### src/hw/clock_sync_pkg.sv
// Constants, types and helpers shared by the output clock and sync block
package clock_sync_pkg;

	// Register byte offsets on the Avalon-MM slave
	localparam logic [4:0]  SYNTH_CTRL_OFS = 5'h00;
	localparam logic [4:0]  FREQ_SEL_OFS   = 5'h04;
	localparam logic [4:0]  SHAPE_OFS      = 5'h08;
	localparam logic [4:0]  OUT_EN_OFS     = 5'h0C;
	localparam logic [4:0]  STATUS_OFS     = 5'h10;

	// Field positions
	localparam int          RATE_A_SONET_BIT = 0;
	localparam int          RATE_B_SONET_BIT = 1;
	localparam int          DFS_SRC_BIT      = 2;
	localparam int          RATE_A_LSB       = 4;
	localparam int          RATE_B_LSB       = 6;
	localparam int          GEN_AUX_BIT      = 7;
	localparam int          SHAPE8_LSB       = 2;
	localparam int          SHAPE2_LSB       = 0;
	localparam int          FS_DIS_BIT       = 7;
	localparam int          MFS_DIS_BIT      = 6;

	// Reset values
	localparam logic [7:0]  SYNTH_CTRL_RST = 8'h00;
	localparam logic [15:0] FREQ_SEL_RST   = 16'h0000;
	localparam logic [7:0]  SHAPE_RST      = 8'h00;
	localparam logic [7:0]  OUT_EN_RST     = 8'h00;

	// General output rate field codes
	localparam logic [3:0]  FREQ_OFF    = 4'h0;
	localparam logic [3:0]  FREQ_2K     = 4'h1;
	localparam logic [3:0]  FREQ_8K     = 4'h2;
	localparam logic [3:0]  FREQ_RATE_B = 4'h3;
	localparam logic [3:0]  FREQ_RATE_A = 4'h4;

	// Timing
	localparam int          CLK_HZ      = 20_000_000;
	localparam int          HOLD_MS     = 250;
	localparam int          HOLD_CYCLES = CLK_HZ / 1000 * HOLD_MS;

	// Phase increments: rate / 77.76 MHz * 2^32
	localparam int          ACC_W     = 32;
	localparam logic [31:0] INC_2048  = 32'h06BE_0D10;
	localparam logic [31:0] INC_4096  = 32'h0D7C_1A20;
	localparam logic [31:0] INC_8192  = 32'h1AF8_3440;
	localparam logic [31:0] INC_16384 = 32'h35F0_6881;
	localparam logic [31:0] INC_1544  = 32'h0515_47D9;
	localparam logic [31:0] INC_3088  = 32'h0A2A_8FB2;
	localparam logic [31:0] INC_6176  = 32'h1455_1F64;
	localparam logic [31:0] INC_12352 = 32'h28AA_3EC9;

	typedef struct packed {
		logic edge8;
		logic edge2;
	} path_edges_t;

	typedef enum {RUN_HOLD, RUN_ACTIVE} run_state_t;

	function automatic logic [31:0] rate_inc(input logic [1:0] code,
	                                         input logic       sonet);
		logic [31:0] r;
		r = INC_2048;
		case ({sonet, code})
			3'b000:  r = INC_2048;
			3'b001:  r = INC_4096;
			3'b010:  r = INC_8192;
			3'b011:  r = INC_16384;
			3'b100:  r = INC_1544;
			3'b101:  r = INC_3088;
			3'b110:  r = INC_6176;
			default: r = INC_12352;
		endcase
		return r;
	endfunction : rate_inc

endpackage : clock_sync_pkg

### src/hw/output_clock_sync_select.sv
// Output clock synthesis, frame sync shaping and general output selection
// Notes on behaviour
// - Rate A picks 2.048..16.384 or 1.544..12.352 MHz by code and SONET bit.
// - Rate B uses its own code and SONET bit with the same mapping.
// - Both rates come from one synthesiser fed by main or APLL 77.76 MHz.
// - Synthesised rates skip jitter filtering; edges land on synth ticks.
// - Frame and multiframe sync always come from the main timing path.
// - General 2 kHz and 8 kHz options share one main/aux source bit.
// - Each such output is a 50:50 clock or a pulse, optionally inverted.
// - A pulse lasts exactly one period of general output three's clock.
// - 8 kHz/frame and 2 kHz/multiframe shaping share one register.
// - Frame and multiframe sync each have a disable in bits 7 and 6.
// - Reset low acts asynchronously and restores all register defaults.
// - After reset release the block stays held for 250 ms.
// - Rate field 0001 gives 2 kHz, 0010 gives 8 kHz, 0000 turns off.
//
// Our own choices: the Avalon-MM interface to the registers and the register addresses.
`timescale 1ns/1ns
module output_clock_sync_select
	import clock_sync_pkg::*;
#(
	parameter int HOLD_COUNT = HOLD_CYCLES
) (
	// Clock and reset
	input  wire logic        clk,
	input  wire logic        nrst,
	// Avalon-MM slave
	input  wire logic [4:0]  avs_address,
	input  wire logic        avs_read,
	input  wire logic        avs_write,
	input  wire logic [31:0] avs_writedata,
	output logic      [31:0] avs_readdata,
	output logic             avs_waitrequest,
	// Timing path edge strobes and clock of general output three
	input  wire path_edges_t main_timing_path,
	input  wire path_edges_t aux_timing_path,
	input  wire logic        general_output_three,
	// 77.76 MHz synthesiser ticks
	input  wire logic        synth_tick_main,
	input  wire logic        synth_tick_apll,
	// Outputs
	output logic             frame_sync_out,
	output logic             multiframe_sync_out,
	output logic      [3:0]  gen_out,
	output logic             synth_rate_a,
	output logic             synth_rate_b,
	output logic             running
);

	logic [7:0]  synth_ctrl_q;
	logic [15:0] freq_sel_q;
	logic [7:0]  shape_q;
	logic [7:0]  out_en_q;
	logic        wait_q;
	logic [31:0] rdata_q;
	logic [31:0] rdata_d;
	run_state_t  state_q;
	logic [22:0] hold_cnt_q;
	logic        hold;
	logic        run_q;
	logic [31:0] inc_a_q;
	logic [31:0] inc_b_q;
	logic        dfs_step_q;
	logic [3:0]  ev;
	logic [3:0]  sq_q;
	logic [3:0]  pend_q;
	logic [3:0]  act_q;
	logic        fs_q;
	logic        mfs_q;
	logic [3:0]  gen_q;
	logic        o3_prev_q;
	logic        o3_rise;
	logic        bus_wr;

	localparam logic [22:0] HOLD_LAST = 23'(HOLD_COUNT - 1);

	assign hold    = (state_q == RUN_HOLD);
	assign bus_wr  = avs_write && !wait_q && !hold;
	assign o3_rise = general_output_three && !o3_prev_q;
	assign ev      = {aux_timing_path.edge2, aux_timing_path.edge8,
	                  main_timing_path.edge2, main_timing_path.edge8};

	function automatic logic shape(input logic sq, input logic act,
	                               input logic pulse, input logic inv);
		return (pulse ? act : sq) ^ inv;
	endfunction : shape

	// Power-on hold-off after reset release
	always_ff @(posedge clk or negedge nrst) begin
		if (!nrst) begin
			state_q    <= RUN_HOLD;
			hold_cnt_q <= '0;
			run_q      <= 1'b0;
		end else begin
			case (state_q)
				RUN_HOLD: begin
					if (hold_cnt_q == HOLD_LAST) begin
						state_q <= RUN_ACTIVE;
						run_q   <= 1'b1;
					end else begin
						hold_cnt_q <= hold_cnt_q + 23'h000001;
					end
				end
				RUN_ACTIVE: state_q <= RUN_ACTIVE;
				default: begin
					state_q <= RUN_HOLD;
					run_q   <= 1'b0;
				end
			endcase
		end
	end

	// Avalon wait state: every access answers on its second cycle
	always_ff @(posedge clk or negedge nrst) begin
		if (!nrst) begin
			wait_q  <= 1'b1;
			rdata_q <= 32'h0000_0000;
		end else begin
			wait_q <= !((avs_read || avs_write) && wait_q);
			if (avs_read && wait_q) begin
				rdata_q <= rdata_d;
			end
		end
	end

	always_comb begin
		rdata_d = 32'h0000_0000;
		case (avs_address)
			SYNTH_CTRL_OFS: rdata_d[7:0]  = synth_ctrl_q;
			FREQ_SEL_OFS:   rdata_d[15:0] = freq_sel_q;
			SHAPE_OFS:      rdata_d[7:0]  = shape_q;
			OUT_EN_OFS:     rdata_d[7:0]  = out_en_q;
			STATUS_OFS:     rdata_d[3:0]  = {synth_rate_b, synth_rate_a,
			                                 mfs_q, !hold};
			default:        rdata_d = 32'h0000_0000;
		endcase
	end

	// Configuration registers; writes ignored during hold-off
	always_ff @(posedge clk or negedge nrst) begin
		if (!nrst) begin
			synth_ctrl_q <= SYNTH_CTRL_RST;
			freq_sel_q   <= FREQ_SEL_RST;
			shape_q      <= SHAPE_RST;
			out_en_q     <= OUT_EN_RST;
		end else if (bus_wr) begin
			case (avs_address)
				SYNTH_CTRL_OFS: synth_ctrl_q <= avs_writedata[7:0];
				FREQ_SEL_OFS:   freq_sel_q   <= avs_writedata[15:0];
				SHAPE_OFS:      shape_q      <= avs_writedata[7:0];
				OUT_EN_OFS:     out_en_q     <= avs_writedata[7:0];
				default:        out_en_q     <= out_en_q;
			endcase
		end
	end

	// Synthesiser step source and rate increments
	always_ff @(posedge clk or negedge nrst) begin
		if (!nrst) begin
			dfs_step_q <= 1'b0;
			inc_a_q    <= INC_2048;
			inc_b_q    <= INC_2048;
		end else begin
			dfs_step_q <= synth_ctrl_q[DFS_SRC_BIT] ? synth_tick_apll
			                                        : synth_tick_main;
			inc_a_q <= rate_inc(synth_ctrl_q[RATE_A_LSB +: 2],
			                    synth_ctrl_q[RATE_A_SONET_BIT]);
			inc_b_q <= rate_inc(synth_ctrl_q[RATE_B_LSB +: 2],
			                    synth_ctrl_q[RATE_B_SONET_BIT]);
		end
	end

	// Unfiltered rates, edges aligned to synthesiser ticks
	phase_accum #(.ACC_W(ACC_W)) rate_a_acc (
		.clk   (clk),
		.nrst  (nrst),
		.clear (hold),
		.step  (dfs_step_q),
		.inc   (inc_a_q),
		.out_q (synth_rate_a)
	);

	phase_accum #(.ACC_W(ACC_W)) rate_b_acc (
		.clk   (clk),
		.nrst  (nrst),
		.clear (hold),
		.step  (dfs_step_q),
		.inc   (inc_b_q),
		.out_q (synth_rate_b)
	);

	always_ff @(posedge clk or negedge nrst) begin
		if (!nrst) begin
			o3_prev_q <= 1'b0;
		end else begin
			o3_prev_q <= general_output_three;
		end
	end

	// Shapers: 0 main 8k, 1 main 2k, 2 aux 8k, 3 aux 2k
	always_ff @(posedge clk or negedge nrst) begin
		if (!nrst) begin
			sq_q   <= 4'h0;
			pend_q <= 4'h0;
			act_q  <= 4'h0;
		end else if (hold) begin
			sq_q   <= 4'h0;
			pend_q <= 4'h0;
			act_q  <= 4'h0;
		end else begin
			for (int i = 0; i < 4; i++) begin
				if (ev[i]) begin
					sq_q[i] <= !sq_q[i];
				end
				if (ev[i] && !sq_q[i]) begin
					pend_q[i] <= 1'b1;
				end else if (o3_rise) begin
					pend_q[i] <= 1'b0;
				end
				if (o3_rise) begin
					act_q[i] <= pend_q[i];
				end
			end
		end
	end

	// Sync outputs from the main path only
	always_ff @(posedge clk or negedge nrst) begin
		if (!nrst) begin
			fs_q  <= 1'b0;
			mfs_q <= 1'b0;
		end else begin
			fs_q <= !hold && !out_en_q[FS_DIS_BIT] &&
			        shape(sq_q[0], act_q[0], shape_q[SHAPE8_LSB+1],
			              shape_q[SHAPE8_LSB]);
			mfs_q <= !hold && !out_en_q[MFS_DIS_BIT] &&
			         shape(sq_q[1], act_q[1], shape_q[SHAPE2_LSB+1],
			               shape_q[SHAPE2_LSB]);
		end
	end

	// General outputs; 2k/8k share one path select
	always_ff @(posedge clk or negedge nrst) begin
		if (!nrst) begin
			gen_q <= 4'h0;
		end else begin
			for (int i = 0; i < 4; i++) begin
				case (freq_sel_q[4*i +: 4])
					FREQ_OFF: gen_q[i] <= 1'b0;
					FREQ_2K: gen_q[i] <= shape(
					    shape_q[GEN_AUX_BIT] ? sq_q[3] : sq_q[1],
					    shape_q[GEN_AUX_BIT] ? act_q[3] : act_q[1],
					    shape_q[SHAPE2_LSB+1], shape_q[SHAPE2_LSB]);
					FREQ_8K: gen_q[i] <= shape(
					    shape_q[GEN_AUX_BIT] ? sq_q[2] : sq_q[0],
					    shape_q[GEN_AUX_BIT] ? act_q[2] : act_q[0],
					    shape_q[SHAPE8_LSB+1], shape_q[SHAPE8_LSB]);
					FREQ_RATE_B: gen_q[i] <= (i != 0) && synth_rate_b;
					FREQ_RATE_A: gen_q[i] <= synth_rate_a;
					default: gen_q[i] <= 1'b0;
				endcase
				if (hold) begin
					gen_q[i] <= 1'b0;
				end
			end
		end
	end

	assign avs_waitrequest     = wait_q;
	assign avs_readdata        = rdata_q;
	assign frame_sync_out      = fs_q;
	assign multiframe_sync_out = mfs_q;
	assign gen_out             = gen_q;
	assign running             = run_q;

	wait_answer_a: assert property (@(posedge clk) disable iff (!nrst)
		(avs_read || avs_write) && wait_q |=> !wait_q)
		else $error("access not answered on second cycle");

	hold_length_a: assert property (@(posedge clk) disable iff (!nrst)
		$rose(running) |-> $past(hold_cnt_q) == HOLD_LAST)
		else $error("hold-off ended at wrong count");

	hold_quiet_a: assert property (@(posedge clk) disable iff (!nrst)
		hold |=> !frame_sync_out && !multiframe_sync_out && gen_out == 4'h0)
		else $error("outputs active during hold-off");

	rate_a_code_a: assert property (@(posedge clk) disable iff (!nrst)
		synth_ctrl_q[RATE_A_LSB +: 2] == 2'b10 &&
		synth_ctrl_q[RATE_A_SONET_BIT] |=> inc_a_q == INC_6176)
		else $error("rate A increment wrong");

	rate_b_code_a: assert property (@(posedge clk) disable iff (!nrst)
		synth_ctrl_q[RATE_B_LSB +: 2] == 2'b11 &&
		!synth_ctrl_q[RATE_B_SONET_BIT] |=> inc_b_q == INC_16384)
		else $error("rate B increment wrong");

	fs_disable_a: assert property (@(posedge clk) disable iff (!nrst)
		out_en_q[FS_DIS_BIT] |=> !frame_sync_out)
		else $error("frame sync not disabled");

	fs_main_inv_a: assert property (@(posedge clk) disable iff (!nrst)
		!hold && !out_en_q[FS_DIS_BIT] && !shape_q[SHAPE8_LSB+1] &&
		shape_q[SHAPE8_LSB] |=> frame_sync_out == !$past(sq_q[0]))
		else $error("frame sync clock not inverted main path");

	mfs_pulse_a: assert property (@(posedge clk) disable iff (!nrst)
		!hold && !out_en_q[MFS_DIS_BIT] && shape_q[SHAPE2_LSB+1] &&
		!shape_q[SHAPE2_LSB] |=> multiframe_sync_out == $past(act_q[1]))
		else $error("multiframe pulse mismatch");

	pulse_width_a: assert property (@(posedge clk) disable iff (!nrst)
		!hold && o3_rise && !pend_q[0] |=> !act_q[0])
		else $error("pulse longer than one o3 period");

	pulse_hold_a: assert property (@(posedge clk) disable iff (!nrst)
		!hold && !o3_rise |=> act_q[0] == $past(act_q[0]))
		else $error("pulse changed between o3 edges");

	gen_aux_a: assert property (@(posedge clk) disable iff (!nrst)
		!hold && freq_sel_q[3:0] == FREQ_8K && shape_q[GEN_AUX_BIT] &&
		shape_q[SHAPE8_LSB +: 2] == 2'b00 |=> gen_out[0] == $past(sq_q[2]))
		else $error("general 8k not from aux path");

	gen_off_a: assert property (@(posedge clk) disable iff (!nrst)
		freq_sel_q[7:4] == FREQ_OFF |=> !gen_out[1])
		else $error("general output not off");

	mfs_disable_a: assert property (@(posedge clk) disable iff (!nrst)
		out_en_q[MFS_DIS_BIT] |=> !multiframe_sync_out)
		else $error("multiframe sync not disabled");

	dfs_source_a: assert property (@(posedge clk) disable iff (!nrst)
		synth_ctrl_q[DFS_SRC_BIT] |=>
		dfs_step_q == $past(synth_tick_apll))
		else $error("synthesiser step not from selected tick");

	fs_main_path_a: assert property (@(posedge clk) disable iff (!nrst)
		!hold && main_timing_path.edge8 |=> sq_q[0] != $past(sq_q[0]))
		else $error("frame square not toggled by main path");

	mfs_main_path_a: assert property (@(posedge clk) disable iff (!nrst)
		!hold && main_timing_path.edge2 |=> sq_q[1] != $past(sq_q[1]))
		else $error("multiframe square not toggled by main path");

	pulse_arm_a: assert property (@(posedge clk) disable iff (!nrst)
		!hold && main_timing_path.edge8 && !sq_q[0] |=> pend_q[0])
		else $error("pulse not armed on square rise");

	wait_idle_a: assert property (@(posedge clk) disable iff (!nrst)
		!(avs_read || avs_write) |=> avs_waitrequest)
		else $error("waitrequest low without a request");

	gen_synth_a: assert property (@(posedge clk) disable iff (!nrst)
		!hold && freq_sel_q[15:12] == FREQ_RATE_A |=>
		gen_out[3] == $past(synth_rate_a))
		else $error("general output not carrying rate A");

endmodule : output_clock_sync_select

### src/hw/phase_accum.sv
// Phase accumulator that forms one synthesised square rate
`timescale 1ns/1ns
module phase_accum #(
	parameter int ACC_W = 32
) (
	// Clock and reset
	input  wire logic             clk,
	input  wire logic             nrst,
	// Control
	input  wire logic             clear,
	input  wire logic             step,
	input  wire logic [ACC_W-1:0] inc,
	// Output
	output logic                  out_q
);

	logic [ACC_W-1:0] acc_q;

	// The MSB toggles once per accumulator overflow half-cycle
	always_ff @(posedge clk or negedge nrst) begin
		if (!nrst) begin
			acc_q <= '0;
		end else if (clear) begin
			acc_q <= '0;
		end else if (step) begin
			acc_q <= acc_q + inc;
		end
	end

	assign out_q = acc_q[ACC_W-1];

endmodule : phase_accum

### config.mk
export PLATFORM = sky130hd
export DESIGN_NAME = output_clock_sync_select
export DESIGN_NICKNAME = d
export VERILOG_FILES = /design/src/hw/clock_sync_pkg.sv /design/src/hw/output_clock_sync_select.sv /design/src/hw/phase_accum.sv
export SDC_FILE = /design/constraint.sdc
export NUM_CORES = 1
export LEC_CHECK = 0
export BUFFER_PORTS_ARGS = -buffer_cell sky130_fd_sc_hd__buf_2
export CAP_MARGIN = 15
export CORE_MARGIN = 2
export CORE_UTILIZATION = 30
export DETAILED_ROUTE_END_ITERATION = 8
export GPL_TIMING_DRIVEN = 0
export SYNTH_ARGS = -nofsm -noshare
export SYNTH_HDL_FRONTEND = slang
export SYNTH_HIERARCHICAL = 1
export SYNTH_SLANG_ARGS = --single-unit
### constraint.sdc
create_clock -name clk -period 3.6 [get_ports clk]
set_input_delay 0.36 -clock clk [delete_from_list [all_inputs] [get_ports clk]]
set_output_delay 0.36 -clock clk [all_outputs]
set_load 0.02 [all_outputs]
* Word-level counts from Yosys, hierarchy flattened
Cells that the tools add are included.
Word-level totals: register bits after elaboration 261, bits in latches 0, memory bits (writable) 0, memory bits (read-only) 0, input bits 48, output and inout bits 42, logic and storage cells 161, memories kept 0
Operators by class: $add $sub $neg 3, multipliers 0, divide/modulo/power cells 0, magnitude comparators 0, eq/ne operators 34, shift-type cells 0, multiplexer cells 46, bitwise gates (word level) 6, reduce and logical (&&, ||, !) cells 45
Operator list (number):
- case mux 30 bit (7 select lines) | 2
- 2-to-1 mux 32 bit | 5
- adder 32 bit | 2
- zero test 32 bit | 2
- case mux 32 bit (2 select lines) | 1
- equality test 32 x 1 -> 1 bit, second input constant | 1
- equality test 4 x 2 -> 1 bit, second input constant | 7
- 2-to-1 mux 1 bit | 27
- adder 23 x 1 -> 23 bit, second input constant | 1
- equality test 23 bit, second input constant | 1
- case mux 4 bit (5 select lines) | 1
- equality test 3 bit, second input constant | 6
- equality test 4 x 1 -> 1 bit, second input constant | 4
- equality test 4 x 3 -> 1 bit, second input constant | 4
- case mux 4 bit (4 select lines) | 1
- logical AND 1 bit | 13
- equality test 3 x 2 -> 1 bit, second input constant | 4
- 2-to-1 mux 4 bit | 3
- case mux 1 bit (4 select lines) | 3
- AND reduction 2 bit | 6
- nonzero test 2 bit | 6
- nonzero test 3 bit | 4
- equality test 5 x 4 -> 1 bit, second input constant | 2
- zero test 1 bit | 10
- other kinds (12) | 18

* Logic depth before layout (Yosys ltp)
Gate-level depths: netlist of run 1.
depth after elaboration 5, gate-level depth with buffers 12, mapped depth without buffers 12

* Cells and area by module
The synthesis of run 1 kept the hierarchy.
By module, submodules not included:
- output_clock_sync_select | times used 1, cells each 514, area each 6591.3 um^2, seq. area each 4035.1 um^2
- phase_accum at rate_b_acc | times used 1, cells each 345, area each 2987.9 um^2, seq. area each 800.8 um^2
- phase_accum at rate_a_acc | times used 1, cells each 346, area each 2949.1 um^2, seq. area each 800.8 um^2

* Least setup slack after synthesis of run 1
No wires, ideal clock.
kind flip-flop to flip-flop, start reg inc_b_q[6], end reg rate_b_acc.acc_q[31], library setup time 129 ps, data arrival time 2559 ps, required time 3471 ps, slack 912 ps, cell stages (with the launch flop) 12, buffers on the path 1, period minus slack after synthesis 2688 ps, path through dfrtp_1 > ha_1 > buf_6 > a2111oi_0 > nor3_1 > a221oi_2 > a211oi_2 > nor2_1 > o2111ai_1 > nand2_1 > a221oi_1 > a2111o_1
Between the ends: longest elaborated chain between the ends 3
RTL lines:
- from (decl) | RTL line output_clock_sync_select.sv:62 | logic [31:0] inc_b_q;
- from (signal assigned) | RTL line output_clock_sync_select.sv:168 | inc_b_q <= rate_inc(synth_ctrl_q[RATE_B_LSB +: 2],
- adder 32 bit | RTL line phase_accum.sv:26 | acc_q <= acc_q + inc;
- 2-to-1 mux 32 bit | RTL line phase_accum.sv:25 | end else if (step) begin
- 2-to-1 mux 32 bit | RTL line phase_accum.sv:23 | end else if (clear) begin
- to (signal assigned) | RTL line phase_accum.sv:26
- to (decl) | RTL line phase_accum.sv:17 | logic [ACC_W-1:0] acc_q;
No other way between the ends. The select of a mux whose other input is x is not followed. A chain may end at the register's enable or synchronous reset.

* Worst setup path after layout of run 1
start reg rate_b_acc.acc_q[0], end reg rate_b_acc.acc_q[26]
Between the ends: longest elaborated chain between the ends 3
RTL lines (RTL line):
- adder 32 bit | phase_accum.sv:26
- 2-to-1 mux 32 bit | phase_accum.sv:25
- 2-to-1 mux 32 bit | phase_accum.sv:23
No other way between the ends. The select of a mux whose other input is x is not followed.

==> metrics, run 1 <==
cells on worst reg2reg path 12; detail-routed net length per standard cell 16.7 um; chip height 208 um; design internal power 4310 uW; CTS tree done; Placed Instance Area 13600 um^2; maximum number of pins on one net before global-route repair 121; startpoint-to-endpoint class of the critical path reg -> reg; row count 74; transition time of the tightest slew-check pin 1.01 ns; Overflow after GRT 0; final cycle utilization of the critical path 95.0%; required time of the critical path 4.02 ns; clock-pin transition on the worst setup and hold timing paths 0.06 ns; leakage power 0.00686 uW; GR Util All Layers 14.5%; Layout Cell Area excl Fill 14600 um^2; vias in the first global route 9538; full die area 43400 um^2; ports placed on the boundary 90; status finished clean; HPWL after DPL 22500 um; EDFF count, synth 0; Skew-Pair Late Insertion Delay 0.55 ns; min-delay worst type in -> reg; post-synthesis cell type with the largest combined area sky130_fd_sc_hd__dfrtp_1; top post-synthesis cells by area sky130_fd_sc_hd__dfrtp_1 (40%), sky130_fd_sc_hd__ha_1 (6.3%), sky130_fd_sc_hd__dfstp_2 (5.2%), sky130_fd_sc_hd__xnor2_1 (3.7%), sky130_fd_sc_hd__nor2_1 (3.3%); setup repair after global routing missed its margin false; vias per std cell 5.08; Pins Over Slew Limit 0; 1st-iter DRT viols 580; syn_area_per_cell 10.4 um^2; TritonCTS buffer count 27; Clock Tree Root sky130_fd_sc_hd__clkbuf_16; core area 41000 um^2; first-pass GRT wire length 51900 um; post-detailed-route count of antenna-violating nets 0; switching power summed over all nets 1260 uW; initial core utilization 30.5%; critical path capture point type flop; portion of total power attributed to sequential cells 45.4%; Final Net Count 1432; H-tree lvl count 1; final-report setup violation count 0; Layout area overhead 16.5%; Netlist cell types 94; share of layout cells above drive strength 1 17.1%; number of antenna violations at the first check in global routing 4; maximum fanout along the worst path 3; arrival time reported for the critical path endpoint 3.84 ns; cell area after synthesis 12500 um^2; ys async rst share 100%; peak clock frequency supported by timing 0.292 GHz; first element of the critical path rate_b_acc/acc_q[0]; number of sinks on the clock net 224; I/O Buffers 56; Gate power share 3.7%; final worst path period need 3.42 ns; GP Congestion 0.851; post-route total power 5570 uW; VDD IR max 0.000336 V; instance count of the mapped netlist 1205; maximum root-to-sink buffer count 3; number of max-cap violations 0; crit path capture rate_b_acc/acc_q[26]; clock network fraction of design power 51.0%; Layout Skew 0.0208 ns; final critical-path setup slack 0.179 ns; launch point of the worst reg-to-reg path rate_b_acc/acc_q[0]; Hold Vio Cnt, Final 0; register bit total from synthesis 224; switching power as a share of total power 22.6%; most used flip-flop cell after synthesis sky130_fd_sc_hd__dfrtp_1; Setup WS pre-CTS 0.270 ns; post_cts resized 0; final standard cell utilization of the core 35.6%; yosys synthesis warning count 6; setup slack on the worst flop-to-flop path 0.18 ns; Pre-antenna DRT Iters 5; detailed-route via count 9517; wire length reported by the detailed router 31300 um; worst slew margin relative to its limit 32.6%; register area share after synthesis 45.0%; power density relative to cell area 382 nW/um^2; die extent in x 208 um; Worst Setup Start Kind flop; area share of the leading cell type in the synthesized netlist 39.7%; reg-to-reg critical path endpoint rate_b_acc/acc_q[26]; DRC 0
critical path, cell delays in order, from the launching register on:
cell and delay (ns):
sky130_fd_sc_hd__dfrtp_1 0.38, sky130_fd_sc_hd__ha_1 0.22, sky130_fd_sc_hd__inv_1 0.09, sky130_fd_sc_hd__fa_1 0.21
sky130_fd_sc_hd__nand2b_1 0.17, sky130_fd_sc_hd__a211oi_1 0.13, sky130_fd_sc_hd__o21ba_2 0.26, sky130_fd_sc_hd__o41ai_1 0.58
sky130_fd_sc_hd__o21ai_0 0.37, sky130_fd_sc_hd__a21boi_1 0.42, sky130_fd_sc_hd__a21oi_1 0.14, sky130_fd_sc_hd__xor2_1 0.16
sky130_fd_sc_hd__a22o_1 0.18
registers in the layout, indices dropped and copies added, names as in the netlist, 16 cells and up:
register / count
rate_a_acc/acc_q: 32
avs_readdata: 16
inc_a_q: 29
freq_sel_q: 16
hold_cnt_q: 23
rate_b_acc/acc_q: 32
inc_b_q: 29
kinds of logic after synthesis:
| kind of cell | after synthesis | share of synthesized area [%] |
|---|---|---|
| compound gates | 295 | 16.2 |
| xor+xnor | 72 | 5.03 |
| fa+ha+maj | 65 | 6.61 |
| buf+inv | 96 | 3.66 |
| flops | 224 | 45.0 |
| mux | 85 | 8.20 |
| other cells | 1 | 0.0299 |
| simple gates | 367 | 15.3 |
synthesized netlist by cell type (13+ instances only):
master	instances
sky130_fd_sc_hd__nor3_1	24
sky130_fd_sc_hd__clkbuf_1	31
sky130_fd_sc_hd__xor2_1	19
sky130_fd_sc_hd__a22o_1	21
sky130_fd_sc_hd__mux2i_1	34
sky130_fd_sc_hd__nand2b_1	16
sky130_fd_sc_hd__nor2_1	111
sky130_fd_sc_hd__nand3_1	29
sky130_fd_sc_hd__a21o_1	33
sky130_fd_sc_hd__a21oi_1	69
sky130_fd_sc_hd__o21ai_0	49
sky130_fd_sc_hd__ha_1	63
sky130_fd_sc_hd__a211oi_1	13
sky130_fd_sc_hd__o21a_1	13
sky130_fd_sc_hd__mux2_1	23
sky130_fd_sc_hd__nor2b_1	21
sky130_fd_sc_hd__nand4_1	25
sky130_fd_sc_hd__dfrtp_1	199
sky130_fd_sc_hd__mux2_2	18
sky130_fd_sc_hd__nand2_1	64
sky130_fd_sc_hd__xnor2_1	53
sky130_fd_sc_hd__dfstp_2	25
sky130_fd_sc_hd__inv_1	32
sky130_fd_sc_hd__buf_4	16
power by group through the flow:
stage | Clock, uW | Combinational (uW) | Sequential [uW]
floorplan | 0 | 91.7 | 2570
global placement | 0 | 193 | 2570
detailed placement | 0 | 204 | 2570
CTS | 2910 | 207 | 2530
global route | 3020 | 228 | 2530
finish | 2840 | 203 | 2530
area by class of cell:
class                           count  area [um^2]
Timing Repair Buffer               61          375
Inverter                           35          131
Antenna cell                        1         2.50
Clock buffer                       36          769
Sequential cell                   224         5640
Clock inverter                     13          165
Buffer                             61          327
Fill cell                        4119        26400
Multi-Input combinational cell    909         6520
Tap cell                          532          666
layer usage:
layer,global-route usage (%),vias to the layer above,share of wire (%)
li1,-,4607,-
met1,19.6,4677,46
met2,23.9,180,47
met3,2.58,49,4.7
met4,4.37,4,2.7
met5,0,-,0.086
worst min path at each step:
stage | startpoint | endpoint | slack (ns) | cells after the start
after CTS | avs_writedata[13] | freq_sel_q[13] | 0.002 | 2
after floorplan | nrst | act_q[0] | 0.06 | 0
after global placement | out_en_q[6] | multiframe_sync_out | 0.46 | 1
after detailed placement | nrst | rate_b_acc/acc_q[11] | 0.20 | 1
final | avs_writedata[8] | freq_sel_q[8] | 0.03 | 2
after global routing | avs_writedata[13] | freq_sel_q[13] | 0.02 | 2
cell usage in the layout, fill, tap and decap left out, drive strengths merged, types with 36 or more instances in the layout:
master	synthesis	layout
o21ai	57	57
buf	30	88
dfrtp	199	199
inv	34	36
xnor2	53	53
a21oi	71	71
a21o	36	36
mux2	41	41
ha	63	63
nor2	113	113
clkbuf	31	67
nand2	64	64
metrics by stage:
step / cells / TNS [ns] / hold WS, ns
2_1_floorplan: 1229 / 0 / 0.0644
3_3_place_gp: 1817 / -363.57 / 0.456
3_5_place_dp: 1819 / 0 / 0.203
4_1_cts: 1871 / 0 / 0.00221
5_1_grt: 1871 / 0 / 0.0165
6_report: 1872 / 0 / 0.0276
repair_timing:
| action | in CTS | in global routing |
|---|---|---|
| endpoints found under the setup margin | 0 | 0 |
| hold endpoints to repair | 21 | 0 |
| hold buffers | 3 | 0 |
| setup buffers | 0 | 0 |
No activity file was read; power rests on OpenSTA's default activity.
==> run 2: changes to the inputs <==
--- a/config.mk
+++ b/config.mk
@@ -8,7 +8,7 @@
 export BUFFER_PORTS_ARGS = -buffer_cell sky130_fd_sc_hd__buf_2
 export CAP_MARGIN = 15
 export CORE_MARGIN = 2
-export CORE_UTILIZATION = 30
+export CORE_UTILIZATION = 40
 export DETAILED_ROUTE_END_ITERATION = 8
 export GPL_TIMING_DRIVEN = 0
 export SYNTH_ARGS = -nofsm -noshare
==> metrics, run 2 (same netlist as run 1, synthesis figures left out) <==
status finished clean (unchanged); end of the worst hold path freq_sel_q[10] (was freq_sel_q[8]); post_cts resized 0 (unchanged); initial core utilization 40.7% (was 30.5%); leading cell type in the layout, fill and taps excluded sky130_fd_sc_hd__dfrtp_1 (unchanged); share of layout cells above drive strength 1 16.6% (was 17.1%); Worst Setup Start Kind flop (unchanged); Pre-antenna DRT Iters 5 (unchanged); power density relative to cell area 383 nW/um^2 (was 382 nW/um^2); Layout area overhead 15.0% (was 16.5%); design internal power 4300 uW (was 4310 uW); ports placed on the boundary 90 (unchanged); maximum root-to-sink buffer count 3 (unchanged); Clock Tree Root sky130_fd_sc_hd__clkbuf_16 (unchanged); GP Congestion 0.837 (was 0.851); launch point of the worst reg-to-reg path inc_b_q[0] (was rate_b_acc/acc_q[0]); Skew-Pair Late Insertion Delay 0.55 ns (about the same); clock-pin transition on the worst setup and hold timing paths 0.06 ns (about the same); Hold Vio Cnt, Final 0 (unchanged); wire length reported by the detailed router 29900 um (was 31300 um); Pins Over Slew Limit 0 (unchanged); crit-path leading delay family compound AO/OA/AOI/OAI gates (unchanged); number of sinks on the clock net 224 (unchanged); Critical path buffers and inverters 1 (unchanged); HP Start avs_writedata[10] (was avs_writedata[8]); GR Util All Layers 18.4% (was 14.5%); detailed-route via count 9416 (was 9517); chip height 181 um (was 208 um); 1st-iter DRT viols 564 (was 580); peak clock frequency supported by timing 0.302 GHz (was 0.292 GHz); CTS tree done (unchanged); worst slew margin relative to its limit 35.5% (was 32.6%); vias per std cell 5.41 (was 5.08); number of antenna violations at the first check in global routing 4 (unchanged); TritonCTS buffer count 27 (unchanged); setup slack on the worst flop-to-flop path 0.29 ns (was 0.18 ns); Top Registers rate_a_acc/acc_q (32), rate_b_acc/acc_q (32) (unchanged); number of max-cap violations 0 (unchanged); clock network fraction of design power 50.6% (was 51.0%); commonest non-fill, non-tap cells in the layout sky130_fd_sc_hd__dfrtp_1 (199), sky130_fd_sc_hd__nor2_1 (111), sky130_fd_sc_hd__a21oi_1 (69), sky130_fd_sc_hd__nand2_1 (64), sky130_fd_sc_hd__ha_1 (63) (unchanged); final cycle utilization of the critical path 92.0% (was 95.0%); cells on worst reg2reg path 12 (unchanged); startpoint-to-endpoint class of the critical path reg -> reg (unchanged); Layout Skew 0.0102 ns (was 0.0208 ns); setup repair after global routing missed its margin false (unchanged); portion of total power attributed to sequential cells 45.7% (was 45.4%); cells along the critical path ha_1, inv_1, fa_1, nand2b_1, a211oi_1, o21ba_2, o41ai_1, o21ai_0, a21boi_1, a21oi_1, xor2_1, a22o_1 (unchanged); die extent in x 181 um (was 208 um); Gate power share 3.6% (was 3.7%); H-tree lvl count 1 (unchanged); DRC 0 (unchanged); reg-to-reg critical path endpoint rate_b_acc/acc_q[26] (unchanged); largest stage delay on the critical path 0.55 ns (was 0.58 ns); switching power summed over all nets 1220 uW (was 1260 uW); Overflow after GRT 0 (unchanged); first-pass GRT wire length 49200 um (was 51900 um); I/O Buffers 56 (unchanged); post-CTS setup buffer count 0 (unchanged); required time of the critical path 4.03 ns (was 4.02 ns); arrival time reported for the critical path endpoint 3.75 ns (was 3.84 ns); final critical-path setup slack 0.288 ns (was 0.179 ns); critical path capture point type flop (unchanged); count of fill cells added during filler insertion 2907 (was 4119); vias in the first global route 9367 (was 9538); detail-routed net length per standard cell 17.2 um (was 16.7 um); min-delay worst type in -> reg (unchanged); maximum number of pins on one net before global-route repair 118 (was 121); HPWL after DPL 21400 um (was 22500 um); Sum Neg Setup Slack 0 ns (unchanged); maximum fanout along the worst path 3 (unchanged); Final Net Count 1433 (was 1432); final-report setup violation count 0 (unchanged); final worst path period need 3.31 ns (was 3.42 ns); switching power as a share of total power 22.1% (was 22.6%); Setup WS pre-CTS 0.282 ns (was 0.270 ns); post-detailed-route count of antenna-violating nets 0 (unchanged); row count 64 (was 74); core area 30700 um^2 (was 41000 um^2); transition time of the tightest slew-check pin 0.968 ns (was 1.01 ns); full die area 32800 um^2 (was 43400 um^2); CP max stage cell sky130_fd_sc_hd__o41ai_1 (unchanged); VDD IR max 0.000379 V (was 0.000336 V); Hold Path Stages 2 (unchanged); number of hold buffers added after cts 5 (was 3); leakage power 0.00684 uW (was 0.00686 uW)
[run 2: cell types whose count changed in the layout (fill, tap and decap cells not counted)]
cell,delta
sky130_fd_sc_hd__diode_2,+2
sky130_fd_sc_hd__clkinv_2,-4
sky130_fd_sc_hd__clkbuf_8,-1
sky130_fd_sc_hd__clkbuf_1,+6
sky130_fd_sc_hd__buf_16,-1
sky130_fd_sc_hd__dlygate4sd3_1,+2
[run 2: area by class of cell]
| class | instances | area (um^2) | area share, % |
|---|---|---|---|
| Inverter | 35 | 131 | 0.912 |
| Sequential cell | 224 | 5640 | 39.1 |
| Tap cell | 396 | 495 | 3.44 |
| Clock inverter | 9 | 145 | 1.01 |
| Timing Repair Buffer | 62 | 368 | 2.55 |
| Buffer | 61 | 327 | 2.27 |
| Antenna cell | 3 | 7.51 | 0.0521 |
| Clock buffer | 41 | 778 | 5.40 |
| Multi-Input combinational cell | 909 | 6520 | 45.3 |
[run 2: worst max path at each step]
stage	startpoint	endpoint	slack, ns	depth (start not counted)
final	inc_b_q[0]	rate_b_acc/acc_q[26]	0.29	12
after global routing	rate_b_acc/acc_q[0]	rate_b_acc/acc_q[26]	0.06	12
after CTS	inc_b_q[0]	rate_b_acc/acc_q[26]	0.24	12
after detailed placement	inc_b_q[0]	rate_b_acc/acc_q[26]	0.28	12
after global placement	nrst	hold_cnt_q[21]	-1.92	1
after floorplan	inc_b_q[6]	rate_b_acc/acc_q[31]	0.91	11
[run 2: power groups by stage]
stage	clock network (uW)	registers (uW)	logic (uW)
after global routing	2980	2530	224
after detailed placement	0	2570	200
after floorplan	0	2570	91.7
after CTS	2880	2530	204
final	2800	2530	199
after global placement	0	2570	194
[run 2: metal layers]
| metal | up-vias | global-route usage [%] | share of wire, % |
|---|---|---|---|
| li1 | 4589 | - | - |
| met1 | 4613 | 24.7 | 46 |
| met2 | 164 | 30.4 | 47 |
| met3 | 48 | 3.41 | 4.5 |
| met4 | 2 | 5.46 | 2.6 |
| met5 | - | 0 | 0.043 |
[run 2: per-stage QoR]
stage	instance area, um^2	std cells	util, %	power [uW]	hold slack, ns
after CTS	14400	1737	46.8	5610	0.00178
after global routing	14400	1739	46.9	5730	0.0105
final	14400	1740	46.9	5530	0.0261
after detailed placement	13400	1682	43.7	2770	0.458
after global placement	13400	1681	43.6	2770	0.452
after floorplan	12600	1229	-	2670	0.0644
==> run 3: changes to the inputs <==
--- a/config.mk
+++ b/config.mk
@@ -10,6 +10,7 @@
 export CORE_MARGIN = 2
 export CORE_UTILIZATION = 40
 export DETAILED_ROUTE_END_ITERATION = 8
+export GPL_ROUTABILITY_DRIVEN = 1
 export GPL_TIMING_DRIVEN = 0
 export SYNTH_ARGS = -nofsm -noshare
 export SYNTH_HDL_FRONTEND = slang
==> constraint.sdc (replaced) <==
create_clock -name clk -period 3.6 [get_ports clk]
set_input_delay 0.18 -clock clk [delete_from_list [all_inputs] [get_ports clk]]
set_output_delay 0.18 -clock clk [all_outputs]
set_load 0.02 [all_outputs]
==> metrics, run 3 (same netlist as run 1, synthesis figures left out) <==
switching power summed over all nets 1220 uW (about the same); vias per std cell 5.42 (was 5.41); final critical-path setup slack 0.263 ns (was 0.288 ns); design internal power 4320 uW (was 4300 uW); post-detailed-route count of antenna-violating nets 0 (unchanged); Sum Neg Setup Slack 0 ns (unchanged); initial core utilization 40.7% (unchanged); share of layout cells above drive strength 1 16.4% (was 16.6%); Gate power share 3.9% (was 3.6%); switching power as a share of total power 22.1% (about the same); number of sinks on the clock net 224 (unchanged); arrival time reported for the critical path endpoint 3.77 ns (was 3.75 ns); required time of the critical path 4.03 ns (about the same); number of max-cap violations 0 (unchanged); clock-pin transition on the worst setup and hold timing paths 0.06 ns (about the same); maximum root-to-sink buffer count 3 (unchanged); core area 30700 um^2 (unchanged); ports placed on the boundary 90 (unchanged); peak clock frequency supported by timing 0.300 GHz (was 0.302 GHz); detailed-route via count 9534 (was 9416); Pre-antenna DRT Iters 5 (unchanged); TritonCTS buffer count 27 (unchanged); leakage power 0.00693 uW (was 0.00684 uW); transition time of the tightest slew-check pin 1.01 ns (was 0.968 ns); maximum fanout along the worst path 3 (unchanged); Layout Cell Area excl Fill 14600 um^2 (was 14400 um^2); Placed Instance Area 13400 um^2 (unchanged); detail-routed net length per standard cell 17.2 um (about the same); min-delay worst type in -> reg (unchanged); commonest non-fill, non-tap cells in the layout sky130_fd_sc_hd__dfrtp_1 (199), sky130_fd_sc_hd__nor2_1 (111), sky130_fd_sc_hd__a21oi_1 (69), sky130_fd_sc_hd__nand2_1 (64), sky130_fd_sc_hd__ha_1 (63) (unchanged); number of antenna violations at the first check in global routing 1 (was 4); clock network fraction of design power 50.4% (was 50.6%); full die area 32800 um^2 (unchanged); VDD IR max 0.000381 V (was 0.000379 V); final worst path period need 3.34 ns (was 3.31 ns); vias in the first global route 9475 (was 9367); Overflow after GRT 0 (unchanged); wire length reported by the detailed router 30200 um (was 29900 um); setup repair after global routing missed its margin false (unchanged); GP Congestion 0.837 (unchanged); Pins Over Slew Limit 0 (unchanged); status finished clean (unchanged); post-route total power 5540 uW (was 5530 uW); Setup WS pre-CTS 0.282 ns (unchanged); minimum hold slack 0.0903 ns (was 0.0261 ns); post-CTS setup buffer count 0 (unchanged); worst slew margin relative to its limit 33.0% (was 35.5%); Hold Vio Cnt, Final 0 (unchanged); I/O Buffers 56 (unchanged); chip height 181 um (unchanged); CTS tree done (unchanged); die extent in x 181 um (unchanged); H-tree lvl count 1 (unchanged); Layout Skew 0.0107 ns (was 0.0102 ns); Clock Tree Root sky130_fd_sc_hd__clkbuf_16 (unchanged); final-report setup violation count 0 (unchanged); Layout area overhead 16.7% (was 15.0%); GR Util All Layers 18.5% (was 18.4%); row count 64 (unchanged); DRC 0 (unchanged); final cycle utilization of the critical path 92.7% (was 92.0%); first-pass GRT wire length 49500 um (was 49200 um); portion of total power attributed to sequential cells 45.6% (was 45.7%); critical path capture point type flop (unchanged); maximum number of pins on one net before global-route repair 118 (unchanged); HPWL after DPL 21400 um (unchanged); Skew-Pair Late Insertion Delay 0.55 ns (about the same); Top Registers rate_a_acc/acc_q (32), rate_b_acc/acc_q (32) (unchanged); leading cell type in the layout, fill and taps excluded sky130_fd_sc_hd__dfrtp_1 (unchanged); Worst Setup Start Kind flop (unchanged); post_cts resized 0 (unchanged); 1st-iter DRT viols 551 (was 564); Final Net Count 1454 (was 1433); power density relative to cell area 379 nW/um^2 (was 383 nW/um^2); startpoint-to-endpoint class of the critical path reg -> reg (unchanged)
run 3: changes by cell type in the layout (fill, tap and decap cells not counted), sizes merged:
cell         before  now
dlygate4sd3       5   26
diode             3    1
run 3: critical path: stages (launching register included):
cell and delay [ns]:
sky130_fd_sc_hd__dfrtp_1 0.36, sky130_fd_sc_hd__ha_1 0.23, sky130_fd_sc_hd__inv_1 0.09, sky130_fd_sc_hd__fa_1 0.21
sky130_fd_sc_hd__nand2b_1 0.17, sky130_fd_sc_hd__a211oi_1 0.12, sky130_fd_sc_hd__o21ba_2 0.25, sky130_fd_sc_hd__o41ai_1 0.56
sky130_fd_sc_hd__o21ai_0 0.34, sky130_fd_sc_hd__a21boi_1 0.39, sky130_fd_sc_hd__a21oi_1 0.14, sky130_fd_sc_hd__xor2_1 0.17
sky130_fd_sc_hd__a22o_1 0.18
run 3: metal layers:
metal | vias to the layer above | routed length, um | global-route usage, %
met5 | - | 0 | 0
met4 | 0 | 891 | 5.66
met3 | 53 | 1230 | 3.02
met2 | 187 | 14200 | 30.6
met1 | 4660 | 13900 | 24.9
li1 | 4634 | - | -
run 3: worst paths after layout:
path / slack [ns] / start / endpoint / cells past startpoint
worst min-delay path: 0.09 / avs_address[4] / avs_readdata[1] / 4
max in group asynchronous: 2.21 / nrst / avs_readdata[9] / 3
worst max-delay path: 0.26 / inc_b_q[0] / rate_b_acc/acc_q[26] / 12
worst min register to register: 0.47 / running / running / 1
min in group asynchronous: 0.29 / nrst / rate_a_acc/acc_q[8] / 2
worst max register to register: 0.26 / inc_b_q[0] / rate_b_acc/acc_q[26] / 12
run 3: per-stage QoR:
step	utilization, %	std cells
after floorplan	-	1229
after global placement	43.6	1681
after detailed placement	43.7	1682
after CTS	47.5	1758
after global routing	47.5	1759
final	47.5	1759
run 3: layout make-up:
class | instances | area (um^2)
diodes | 1 | 2.50
plain buffers | 61 | 327
clock buffers | 41 | 778
clock inverters | 9 | 145
fillers | 2898 | 16100
inverters | 35 | 131
multi-input cells | 909 | 6520
flip-flops and latches | 224 | 5640
well taps | 396 | 495
repair buffers | 83 | 578
run 3: what timing repair did:
action                                 in CTS  in global routing
endpoints found under the hold margin     134                  0
hold buffers                               26                  0
setup endpoints to repair                   0                  0
run 3: power groups by stage:
stage	combinational, uW	sequential [uW]	clock [uW]
detailed placement	200	2570	0
floorplan	91.7	2570	0
CTS	223	2530	2880
global route	244	2530	2980
global placement	194	2570	0
finish	218	2530	2800
